**src/hdl/uic_pkg.sv**
```systemverilog
package uic_pkg;
  // clock and timing
  localparam int CLK_HZ = 40_000_000;
  localparam int GATE_SHORT_MS = 100;
  localparam int GATE_MID_MS = 1000;
  localparam int GATE_LONG_MS = 10000;
  localparam int GATE_SHORT_CYC = CLK_HZ / 1000 * GATE_SHORT_MS;
  localparam int GATE_MID_CYC = CLK_HZ / 1000 * GATE_MID_MS;
  localparam int GATE_LONG_CYC = CLK_HZ / 1000 * GATE_LONG_MS;
  localparam int PERIOD_TICK_US = 25;
  localparam int PERIOD_TICK_CYC = CLK_HZ / 1_000_000 * PERIOD_TICK_US;
  // sizes
  localparam int NUM_UIN = 4;
  localparam int NUM_CNT = 3;
  localparam int WIDTH_SHORT = 16;
  localparam int WIDTH_LONG = 24;
  // parameter byte of each input
  localparam int CFG_MODE_LSB = 0;
  localparam int CFG_DIR_BIT = 3;
  localparam int CFG_FALL_BIT = 4;
  localparam int CFG_IRQ_BIT = 5;
  localparam int CFG_GSEL_LSB = 6;
  localparam logic [7:0] CFG_RESET = 8'h40;
  // counter control byte and run bit of the pin register
  localparam int CTRL_EN_LSB = 0;
  localparam int CTRL_LOAD_LSB = 4;
  localparam int PINS_RUN_BIT = 8;
  // register byte offsets
  localparam logic [7:0] ADDR_CFG1 = 8'h00;
  localparam logic [7:0] ADDR_CFG2 = 8'h04;
  localparam logic [7:0] ADDR_CFG3 = 8'h08;
  localparam logic [7:0] ADDR_CTRL = 8'h0c;
  localparam logic [7:0] ADDR_CMP1 = 8'h10;
  localparam logic [7:0] ADDR_CMP2 = 8'h14;
  localparam logic [7:0] ADDR_CMP3 = 8'h18;
  localparam logic [7:0] ADDR_VAL1 = 8'h1c;
  localparam logic [7:0] ADDR_VAL2 = 8'h20;
  localparam logic [7:0] ADDR_VAL3 = 8'h24;
  localparam logic [7:0] ADDR_PINS = 8'h28;
  localparam logic [7:0] ADDR_ISTAT = 8'h2c;
  localparam logic [7:0] ADDR_ICLR = 8'h30;
  localparam logic [7:0] ADDR_IEN = 8'h34;
  // operating types
  typedef enum logic [2:0] {
    MODE_PLAIN = 3'h0,
    MODE_IRQ = 3'h1,
    MODE_COUNT = 3'h2,
    MODE_GATE = 3'h3,
    MODE_FREQ = 3'h4,
    MODE_PERIOD = 3'h5
  } uic_mode_type;
  typedef enum logic [1:0] {
    GSEL_SHORT = 2'h0,
    GSEL_MID = 2'h1,
    GSEL_LONG = 2'h2
  } uic_gsel_type;
  // gate measurement states
  typedef enum logic [1:0] {
    GS_IDLE = 2'b01,
    GS_MEAS = 2'b10
  } uic_gate_state_type;
endpackage : uic_pkg

```
**src/hdl/uic_channel.sv**
```systemverilog
module uic_channel #(
  parameter int W = 16,
  parameter bit HAS_FREQ = 1'b0,
  parameter int FREQ_SHORT_CYC = uic_pkg::GATE_SHORT_CYC,
  parameter int FREQ_MID_CYC = uic_pkg::GATE_MID_CYC,
  parameter int FREQ_LONG_CYC = uic_pkg::GATE_LONG_CYC,
  parameter int TICK_CYC = uic_pkg::PERIOD_TICK_CYC
) (
  input wire logic clk,
  input wire logic rst,
  input wire logic ce,
  input wire logic running,
  input wire logic apply,
  input wire logic lvl,
  input wire logic [7:0] cfg,
  input wire logic cnt_en,
  input wire logic load,
  input wire logic [W-1:0] cmp_val,
  output logic [W-1:0] value,
  output logic irq
);
  typedef struct packed {
    logic prev;
    logic [W-1:0] cnt;
    logic [W-1:0] cmp;
    logic [W-1:0] value;
    logic irq;
    uic_pkg::uic_gate_state_type gs;
    logic [31:0] timer;
    logic [15:0] tick;
    logic armed;
  } uic_chan_st_type;

  localparam logic [31:0] LIM_SHORT = 32'(FREQ_SHORT_CYC - 1);
  localparam logic [31:0] LIM_MID = 32'(FREQ_MID_CYC - 1);
  localparam logic [31:0] LIM_LONG = 32'(FREQ_LONG_CYC - 1);
  localparam logic [15:0] LIM_TICK = 16'(TICK_CYC - 1);

  uic_chan_st_type s_q, s_d;
  uic_pkg::uic_mode_type mode;
  logic rise, fall, ev, down, ien;
  logic [W-1:0] ones;

  // types that this input cannot do fall back to plain input
  function automatic uic_pkg::uic_mode_type eff_mode(input logic [7:0] c);
    uic_pkg::uic_mode_type m;
    m = uic_pkg::uic_mode_type'(c[uic_pkg::CFG_MODE_LSB +: 3]);
    case (m)
      uic_pkg::MODE_IRQ, uic_pkg::MODE_COUNT, uic_pkg::MODE_GATE: eff_mode = m;
      uic_pkg::MODE_FREQ, uic_pkg::MODE_PERIOD: eff_mode = HAS_FREQ ? m : uic_pkg::MODE_PLAIN;
      default: eff_mode = uic_pkg::MODE_PLAIN;
    endcase
  endfunction : eff_mode

  function automatic logic [31:0] gate_limit(input logic [1:0] g);
    case (uic_pkg::uic_gsel_type'(g))
      uic_pkg::GSEL_SHORT: gate_limit = LIM_SHORT;
      uic_pkg::GSEL_LONG: gate_limit = LIM_LONG;
      default: gate_limit = LIM_MID;
    endcase
  endfunction : gate_limit

  assign mode = eff_mode(cfg);
  assign down = cfg[uic_pkg::CFG_DIR_BIT];
  assign ien = cfg[uic_pkg::CFG_IRQ_BIT];
  assign ones = '1;
  assign rise = lvl & ~s_q.prev;
  assign fall = ~lvl & s_q.prev;
  assign ev = cfg[uic_pkg::CFG_FALL_BIT] ? fall : rise;

  always_comb begin
    s_d = s_q;
    s_d.irq = 1'b0;
    s_d.prev = lvl;
    if (load) begin
      s_d.cmp = cmp_val;
    end
    if (apply) begin
      // fresh start with the newly applied parameter set
      s_d.cnt = down ? s_q.cmp : '0;
      s_d.value = (mode == uic_pkg::MODE_COUNT) ? s_d.cnt : ones;
      s_d.gs = uic_pkg::GS_IDLE;
      s_d.timer = '0;
      s_d.tick = '0;
      s_d.armed = 1'b0;
    end else if (running) begin
      case (mode)
        uic_pkg::MODE_IRQ: begin
          s_d.irq = ev;
        end
        uic_pkg::MODE_COUNT: begin
          if (load && down) begin
            s_d.cnt = cmp_val;
          end else if (cnt_en && ev) begin
            if (down) begin
              s_d.cnt = s_q.cnt - 1'b1;
              s_d.irq = ien && (s_q.cnt == '0);
            end else begin
              s_d.cnt = s_q.cnt + 1'b1;
              s_d.irq = ien && ((s_q.cnt + 1'b1) == s_q.cmp);
            end
          end
          s_d.value = s_d.cnt;
        end
        uic_pkg::MODE_GATE: begin
          case (s_q.gs)
            uic_pkg::GS_IDLE: begin
              if (rise && cnt_en) begin
                s_d.cnt = '0;
                s_d.gs = uic_pkg::GS_MEAS;
              end
            end
            uic_pkg::GS_MEAS: begin
              if (fall) begin
                s_d.value = s_q.cnt;
                s_d.irq = ien;
                s_d.gs = uic_pkg::GS_IDLE;
              end else if (s_q.cnt != ones) begin
                s_d.cnt = s_q.cnt + 1'b1;
              end
            end
            default: begin
              s_d.gs = uic_pkg::GS_IDLE;
            end
          endcase
        end
        uic_pkg::MODE_FREQ: begin
          if (ev && s_q.cnt != ones) begin
            s_d.cnt = s_q.cnt + 1'b1;
          end
          if (s_q.timer >= gate_limit(cfg[uic_pkg::CFG_GSEL_LSB +: 2])) begin
            s_d.value = s_d.cnt;
            s_d.cnt = '0;
            s_d.timer = '0;
          end else begin
            s_d.timer = s_q.timer + 1'b1;
          end
        end
        uic_pkg::MODE_PERIOD: begin
          if (rise) begin
            if (s_q.armed) begin
              s_d.value = s_q.cnt;
            end
            s_d.cnt = '0;
            s_d.tick = '0;
            s_d.armed = 1'b1;
          end else if (s_q.tick == LIM_TICK) begin
            s_d.tick = '0;
            if (s_q.cnt != ones) begin
              s_d.cnt = s_q.cnt + 1'b1;
            end
          end else begin
            s_d.tick = s_q.tick + 1'b1;
          end
        end
        default: begin
          s_d.cnt = s_q.cnt;
        end
      endcase
    end
  end

  always_ff @(posedge clk) begin
    if (rst) begin
      s_q <= '0;
      s_q.gs <= uic_pkg::GS_IDLE;
      s_q.value <= '1;
    end else if (ce) begin
      s_q <= s_d;
    end
  end

  assign value = s_q.value;
  assign irq = s_q.irq;

  ////////////////////////////////////////////////////////////////////////////
  AST_IRQ_PULSE: assert property (@(posedge clk) disable iff (rst)
    (ce && s_q.irq) |=> !s_q.irq) else $error("interrupt longer than one cycle");
  AST_UP_STEP: assert property (@(posedge clk) disable iff (rst)
    (ce && running && !apply && !load && mode == uic_pkg::MODE_COUNT && cnt_en && ev && !down)
    |=> s_q.cnt == $past(s_q.cnt) + 1'b1) else $error("up count did not step by one");
  AST_DOWN_STEP: assert property (@(posedge clk) disable iff (rst)
    (ce && running && !apply && !load && mode == uic_pkg::MODE_COUNT && cnt_en && ev && down)
    |=> s_q.cnt == $past(s_q.cnt) - 1'b1) else $error("down count did not step by one");
  AST_NO_EDGE_HOLD: assert property (@(posedge clk) disable iff (rst)
    (ce && !apply && !load && mode == uic_pkg::MODE_COUNT && !ev)
    |=> $stable(s_q.cnt)) else $error("count moved without selected edge");
  AST_LOAD_HOLD: assert property (@(posedge clk) disable iff (rst)
    (!load) |=> $stable(s_q.cmp)) else $error("comparison value changed without load");
  AST_GATE_CLEAR: assert property (@(posedge clk) disable iff (rst)
    (ce && running && !apply && mode == uic_pkg::MODE_GATE && s_q.gs == uic_pkg::GS_IDLE
     && rise && cnt_en) |=> (s_q.cnt == '0 && s_q.gs == uic_pkg::GS_MEAS))
    else $error("gate rise did not clear and start");
  AST_INVALID_ONES: assert property (@(posedge clk) disable iff (rst)
    (ce && apply && mode != uic_pkg::MODE_COUNT) |=> s_q.value == ones)
    else $error("no all-ones result after apply");
  AST_DOWN_ZERO_IRQ: assert property (@(posedge clk) disable iff (rst)
    (ce && running && !apply && !load && mode == uic_pkg::MODE_COUNT && cnt_en && ev && down
     && ien && s_q.cnt == '0) |=> s_q.irq) else $error("no interrupt on zero pass");
  COV_GATE_DONE: cover property (@(posedge clk) disable iff (rst)
    s_q.gs == uic_pkg::GS_MEAS ##[1:50] s_q.gs == uic_pkg::GS_IDLE);
endmodule : uic_channel

```
**src/hdl/uic_top.sv**
```systemverilog
// Functional notes
// - the staged parameter set of all inputs is applied on every halted-to-running change.
// - an input set to interrupt type raises an interrupt on its chosen edge, rising by default.
// - plain counters are 16 bits on inputs 1 and 2 and 24 bits on input 3.
// - gate counting is 16 or 24 bits likewise, and frequency and period exist on input 3 only.
// - frequency and period results are always 24-bit values.
// - inputs 1 to 3 offer plain, interrupt, counter and gate types, input 3 also frequency and period.
// - each counter counts up or down as its direction bit says, up by default.
// - each counter steps only on its selected edge, rising by default.
// - with interrupts on, an up counter interrupts at its comparison value, a down one past zero.
// - period counting needs nothing beyond the chosen type, gate counting also needs its enable bit set.
// - a deactivated input is a plain digital input whose level can be read.
// - a deactivated input is sampled every enabled cycle through two synchroniser stages, and a read returns the second stage.
// - a counter takes a new start or comparison value only when its load bit is one.
// - a gate counter clears on gate rise, counts while high and publishes on gate fall.
// - before a first valid measurement the result reads as all ones of the counter width.
module uic_top #(
  parameter int FREQ_SHORT_CYC = uic_pkg::GATE_SHORT_CYC,
  parameter int FREQ_MID_CYC = uic_pkg::GATE_MID_CYC,
  parameter int FREQ_LONG_CYC = uic_pkg::GATE_LONG_CYC
) (
  input wire logic CLK,
  input wire logic RST,
  input wire logic CE,
  input wire logic RUN,
  input wire logic [3:0] UIN,
  input wire logic [7:0] ADDR,
  input wire logic [31:0] WDATA,
  input wire logic WR,
  input wire logic RD,
  output logic [31:0] RDATA,
  output logic IRQ
);
  typedef struct packed {
    logic [3:0] sync1;
    logic [3:0] sync2;
    logic run_prev;
    logic running;
    logic apply;
    logic [2:0][7:0] pcfg;
    logic [2:0][7:0] acfg;
    logic [2:0] en;
    logic [2:0] load;
    logic [2:0][23:0] cmp;
    logic [2:0] stat;
    logic [2:0] ien;
    logic [31:0] rdata;
  } uic_top_st_type;

  uic_top_st_type s_q, s_d;
  logic [2:0][23:0] val_w;
  logic [2:0] ch_irq;

  function automatic logic hit(input logic [7:0] a, input logic [7:0] off);
    hit = (a == off);
  endfunction : hit

  ////////////////////////////////////////////////////////////////////////////
  // counter channels
  for (genvar i = 0; i < uic_pkg::NUM_CNT; i++) begin : g_ch
    localparam int CW = (i == 2) ? uic_pkg::WIDTH_LONG : uic_pkg::WIDTH_SHORT;
    logic [CW-1:0] ch_val;
    uic_channel #(
      .W(CW),
      .HAS_FREQ(i == 2),
      .FREQ_SHORT_CYC(FREQ_SHORT_CYC),
      .FREQ_MID_CYC(FREQ_MID_CYC),
      .FREQ_LONG_CYC(FREQ_LONG_CYC),
      .TICK_CYC(uic_pkg::PERIOD_TICK_CYC)
    ) u_ch (
      .clk(CLK),
      .rst(RST),
      .ce(CE),
      .running(s_q.running),
      .apply(s_q.apply),
      .lvl(s_q.sync2[i]),
      .cfg(s_q.acfg[i]),
      .cnt_en(s_q.en[i]),
      .load(s_q.load[i]),
      .cmp_val(s_q.cmp[i][CW-1:0]),
      .value(ch_val),
      .irq(ch_irq[i])
    );
    assign val_w[i] = 24'(ch_val);
  end

  ////////////////////////////////////////////////////////////////////////////
  // register file and control
  always_comb begin
    s_d = s_q;
    s_d.sync1 = UIN;
    s_d.sync2 = s_q.sync1;
    s_d.run_prev = RUN;
    s_d.running = RUN;
    s_d.apply = RUN && !s_q.run_prev;
    if (s_d.apply) begin
      s_d.acfg = s_q.pcfg;
    end
    s_d.load = '0;
    s_d.stat = s_q.stat | ch_irq;
    s_d.rdata = '0;
    if (WR) begin
      if (hit(ADDR, uic_pkg::ADDR_CFG1)) s_d.pcfg[0] = WDATA[7:0];
      if (hit(ADDR, uic_pkg::ADDR_CFG2)) s_d.pcfg[1] = WDATA[7:0];
      if (hit(ADDR, uic_pkg::ADDR_CFG3)) s_d.pcfg[2] = WDATA[7:0];
      if (hit(ADDR, uic_pkg::ADDR_CTRL)) begin
        s_d.en = WDATA[uic_pkg::CTRL_EN_LSB +: 3];
        s_d.load = WDATA[uic_pkg::CTRL_LOAD_LSB +: 3];
      end
      if (hit(ADDR, uic_pkg::ADDR_CMP1)) s_d.cmp[0] = {8'h00, WDATA[15:0]};
      if (hit(ADDR, uic_pkg::ADDR_CMP2)) s_d.cmp[1] = {8'h00, WDATA[15:0]};
      if (hit(ADDR, uic_pkg::ADDR_CMP3)) s_d.cmp[2] = WDATA[23:0];
      if (hit(ADDR, uic_pkg::ADDR_ICLR)) s_d.stat = (s_q.stat & ~WDATA[2:0]) | ch_irq;
      if (hit(ADDR, uic_pkg::ADDR_IEN)) s_d.ien = WDATA[2:0];
    end
    if (RD) begin
      case (ADDR)
        uic_pkg::ADDR_CFG1: s_d.rdata = {24'h000000, s_q.pcfg[0]};
        uic_pkg::ADDR_CFG2: s_d.rdata = {24'h000000, s_q.pcfg[1]};
        uic_pkg::ADDR_CFG3: s_d.rdata = {24'h000000, s_q.pcfg[2]};
        uic_pkg::ADDR_CTRL: s_d.rdata = {29'h0, s_q.en};
        uic_pkg::ADDR_CMP1: s_d.rdata = {8'h00, s_q.cmp[0]};
        uic_pkg::ADDR_CMP2: s_d.rdata = {8'h00, s_q.cmp[1]};
        uic_pkg::ADDR_CMP3: s_d.rdata = {8'h00, s_q.cmp[2]};
        uic_pkg::ADDR_VAL1: s_d.rdata = {8'h00, val_w[0]};
        uic_pkg::ADDR_VAL2: s_d.rdata = {8'h00, val_w[1]};
        uic_pkg::ADDR_VAL3: s_d.rdata = {8'h00, val_w[2]};
        // second synchroniser stage, refreshed every enabled cycle
        uic_pkg::ADDR_PINS: s_d.rdata = {23'h0, s_q.running, 4'h0, s_q.sync2};
        uic_pkg::ADDR_ISTAT: s_d.rdata = {29'h0, s_q.stat};
        uic_pkg::ADDR_IEN: s_d.rdata = {29'h0, s_q.ien};
        default: s_d.rdata = '0;
      endcase
    end
  end

  always_ff @(posedge CLK) begin
    if (RST) begin
      s_q <= '0;
      s_q.pcfg <= {3{uic_pkg::CFG_RESET}};
      s_q.acfg <= {3{uic_pkg::CFG_RESET}};
    end else if (CE) begin
      s_q <= s_d;
    end
  end

  assign RDATA = s_q.rdata;
  assign IRQ = |(s_q.stat & s_q.ien);

  ////////////////////////////////////////////////////////////////////////////
  AST_APPLY: assert property (@(posedge CLK) disable iff (RST)
    (CE && RUN && !s_q.run_prev) |=> (s_q.apply && s_q.acfg == $past(s_q.pcfg)))
    else $error("parameter set not applied on start");
  AST_STICKY: assert property (@(posedge CLK) disable iff (RST)
    (CE && ch_irq[0]) |=> s_q.stat[0]) else $error("interrupt event lost");
  AST_PIN_READ: assert property (@(posedge CLK) disable iff (RST)
    (CE && RD && ADDR == uic_pkg::ADDR_PINS) |=> RDATA[3:0] == $past(s_q.sync2))
    else $error("pin level read mismatch");
  AST_RDATA_ONE: assert property (@(posedge CLK) disable iff (RST)
    (CE && !RD) |=> RDATA == '0) else $error("read data stands too long");
  COV_APPLY: cover property (@(posedge CLK) disable iff (RST) s_q.apply);
  COV_IRQ: cover property (@(posedge CLK) disable iff (RST) IRQ);
  COV_LOAD: cover property (@(posedge CLK) disable iff (RST) s_q.load != 3'h0);
endmodule : uic_top

```
**config.mk**
```make
export PLATFORM = sky130hd
export DESIGN_NAME = uic_top
export DESIGN_NICKNAME = d
export VERILOG_FILES = /design/src/hdl/uic_pkg.sv /design/src/hdl/uic_channel.sv /design/src/hdl/uic_top.sv
export SDC_FILE = /design/constraint.sdc
export NUM_CORES = 1
export LEC_CHECK = 0
export BUFFER_PORTS_ARGS = -buffer_cell sky130_fd_sc_hd__buf_4
export CAP_MARGIN = 20
export CORE_ASPECT_RATIO = 0.7
export CORE_MARGIN = 2
export CORE_UTILIZATION = 30
export CTS_CLUSTER_DIAMETER = 80
export DETAILED_ROUTE_END_ITERATION = 12
export GPL_ROUTABILITY_DRIVEN = 0
export PLACE_DENSITY = 0.43
export SLEW_MARGIN = 15
export SYNTH_ARGS = -nofsm -noshare
export SYNTH_HDL_FRONTEND = slang
export SYNTH_SLANG_ARGS = --single-unit
```
**constraint.sdc**
```tcl
create_clock -name CLK -period 4.04 [get_ports CLK]
set_input_delay 0 -clock CLK [delete_from_list [all_inputs] [get_ports CLK]]
set_output_delay 0 -clock CLK [all_outputs]
set_load 0.02 [all_outputs]
```
==> results.py <==
metrics = {
    "synthesis": {
        "synth_area_sq_um": 24400,
        "ys_ff_latch": 375,
        "synth_area_leaders": "dfxtp_1 (31%), nand2_1 (10%), a21oi_1 (8.1%)",
        "postSynth.topFlopCell": "dfxtp_1",
        "yosys_warnings": 0,
        "postSynth.asyncResetShare_pct": 0,
        "netlist_instances": 3458,
        "synth.distinct_cells": 88,
        "ys_seq_area_share_pct": 30.8,
        "synth_edf_count": 0,
        "syn_avg_cell_area_sq_um": 7.06,
        "yosysTopAreaCellShare_pct": 30.8,
        "synth.largest_area_cell": "dfxtp_1",
    },
    "setup_path": {
        "crit_buf_inv": 4,
        "cp_slowest_cell": "a2111o_1",
        "crit_family": "compound AO/OA/AOI/OAI gates",
        "crit_path_start_kind": "flop",
        "critPathCaptureType": "flop",
        "path_max_fanout": 13,
        "crit_chain": "inv_1 > nand2_1 > inv_1 > ha_1 > a21oi_1 > o21ai_0 > a2111o_1 > a311oi_1 > buf_4 > and2_1 > buf_4 > nand3_1 > a221o_1 > a21oi_1",
        "critPathRequiredTime_ns": 4.59,
        "cp_slowest_stage_delay_ns": 0.41,
        "worstPathArrival_ns": 4.22,
        "worst-setup-path-type": "flop to flop",
    },
    "power": {
        "power_density_nw_per_um2": 322,
        "p_comb_share_pct": 8.4,
        "vdd_drop_max_mv": 0.321,
        "switching_share_pct": 27.7,
        "p_int_mw": 6.50,
        "p_switching_mw": 2.48,
        "power_frac_seq_pct": 42.5,
        "pwr-share-clk_pct": 49.1,
        "p_leak_nw": 9.31,
    },
    "clock_tree": {
        "h-tree-depth": 2,
        "cts_hold_buf": 37,
        "cts_root_buf": "clkbuf_16",
        "post_cts_buffers": 0,
        "cts-resized-gates": 0,
        "cts_tree": "done",
        "cts_made_buffers": 46,
        "worstSkewPairLatency_ns": 0.62,
        "clk_pin_slew_worst_paths_ns": 0.06,
        "clk_path_buf_depth": 3,
        "cts_sinks": 375,
    },
    "drt": {
        "postRouteAntennaNets": 0,
        "routed_wl_um": 117000,
        "route.detailed.drc": 0,
        "drtPass1Iterations": 6,
        "viasPerCell": 6.06,
        "vias": 27500,
        "drt_iter0_markers": 3886,
        "wl_per_cell_um": 25.8,
    },
    "timing": {
        "rsz0062_at_grt": "no",
        "fmax_mhz": 272,
        "layout_min_cycle_time_ns": 3.67,
        "setup_viol_count_final": 0,
        "worstMarginPinSlew_ns": 1.18,
        "hold_viol": 0,
        "slew_headroom_pct": 21.1,
        "fin_worst_skew_ns": 0.0172,
        "timing.setup.tns_ns": 0,
        "drv_slew": 0,
        "layout_setup_ws_ns": 0.368,
        "period_share_pct": 90.9,
    },
    "floorplanning": {
        "die_height_um": 243,
        "die_w_um": 345,
        "die_area_sq_um": 83700,
        "io_pins": 83,
        "fp-row-count": 87,
        "initial_core_util_pct": 30.3,
        "core_area_sq_um": 80600,
    },
    "cells_and_area": {
        "drive_above_1_share_pct": 9.49,
        "mostFrequentLayoutCells": "nand2_1 (668), a21oi_1 (392), dfxtp_1 (373), nor2_1 (237), o21ai_0 (209)",
        "synthToLayoutAreaGrowth_pct": 14.4,
        "nNetsFinal": 3507,
        "layout_commonest_cell": "nand2_1",
    },
    "place": {
        "dp_worst_setup_slack_ns": 0.394,
        "dp_hpwl_um": 84600,
        "io_buffers": 66,
    },
    "grt": {
        "grt_pass1_wl_um": 171000,
        "overflow": 0,
        "grt_max_degree": 166,
        "grt_pass1_vias": 24700,
        "antenna_found_initial": 3,
        "track_usage_pct": 27.1,
    },
    "worst_hold_path": {
        "hold_class": "input pin to flop",
    },
    "run": {
        "drv_cap": 0,
    },
    "status": {
        "status": "complete, no violations",
    },
}
power by group through the flow:
stage               logic, mW  clock network [mW]  registers [mW]
detailed placement      0.701                   0            3.89
global route            0.801                4.65            3.82
global placement        0.698                   0            3.89
CTS                     0.731                4.51            3.81
floorplan               0.443                   0            3.85
finish                  0.757                4.41            3.82
tightest hold or removal path: stages:
cell and delay, ns:
buf_4 0.08, nor2_1 0.05, nand2_1 0.15, nor2b_1 0.15, nand3_1 0.11, a21oi_1 0.06
synthesized netlist by cell type, drive strengths merged (16+ instances only):
master	n
mux2i	27
nor2b	21
a22o	19
o311ai	17
buf	62
dfxtp	375
and2	20
nand2	668
clkbuf	257
o211ai	31
a22oi	78
or3	16
o21ai	217
a21oi	394
a221oi	21
o221ai	18
nor4	42
xor2	67
nand3	133
nand4	41
a211oi	36
o21a	22
o31ai	25
nor3	88
inv	40
xnor2	79
and3	23
a311oi	19
a31oi	62
ha	29
nor2	243
nand2b	27
per-layer routing:
metal / track usage, % / vias up / wire, um
li1: - / 12400 / -
met1: 43.5 / 13300 / 56900
met2: 34.3 / 1606 / 43000
met3: 7.66 / 162 / 14900
met4: 5.72 / 6 / 2290
met5: 0 / - / 43
layout make-up:
cell class | instances | area [sq um]
sequential | 375 | 7510
timing repair buffer | 234 | 1870
multi-input combinational | 2731 | 15500
tap | 1068 | 1340
inverter | 40 | 150
clock buffer | 61 | 1290
fill | 8702 | 52600
clock inverter | 24 | 268
antenna | 2 | 5.00
worst paths after layout:
path	end	slack (ns)	depth (start not counted)	startpoint
setup / recovery	g_ch[2].u_ch.s_q[113]	0.37	14	s_q[138]
setup reg to reg	g_ch[2].u_ch.s_q[113]	0.37	14	s_q[138]
hold reg to reg	s_q[155]	0.46	2	s_q[155]
hold / removal	s_q[33]	0.06	6	ADDR[1]
kinds of logic after synthesis:
logic type,synth area share (%)
AND/OR/NAND/NOR,26.6
adder cells (fa/ha/maj),1.49
multiplexers,1.25
other,0.0154
buffers and inverters,6.09
XOR/XNOR,5.24
flip-flops,30.8
AO/OA/AOI/OAI,28.5
per-stage QoR:
| stage | cells | utilization, % | cell area (sq um) | hold slack (ns) | power (mW) |
|---|---|---|---|---|---|
| after global routing | 4533 | 34.7 | 27900 | 0.0926 | 9.27 |
| final | 4535 | 34.7 | 27900 | 0.0609 | 8.98 |
| after global placement | 4411 | 32.3 | 26000 | 0.245 | 4.59 |
| after CTS | 4533 | 34.7 | 27900 | 0.0314 | 9.05 |
| after detailed placement | 4411 | 32.3 | 26000 | 0.248 | 4.60 |
| after floorplan | 3465 | - | 24400 | 0.124 | 4.29 |
registers in the layout, indices dropped and copies added, names as in the netlist:
register         cells
g_ch.u_ch.s_q      170
s_q                118
g_ch.u_ch.value     56
RDATA               24
s_d                  4
g_ch.u_ch.irq        3
No activity file was read; power rests on OpenSTA's default activity.
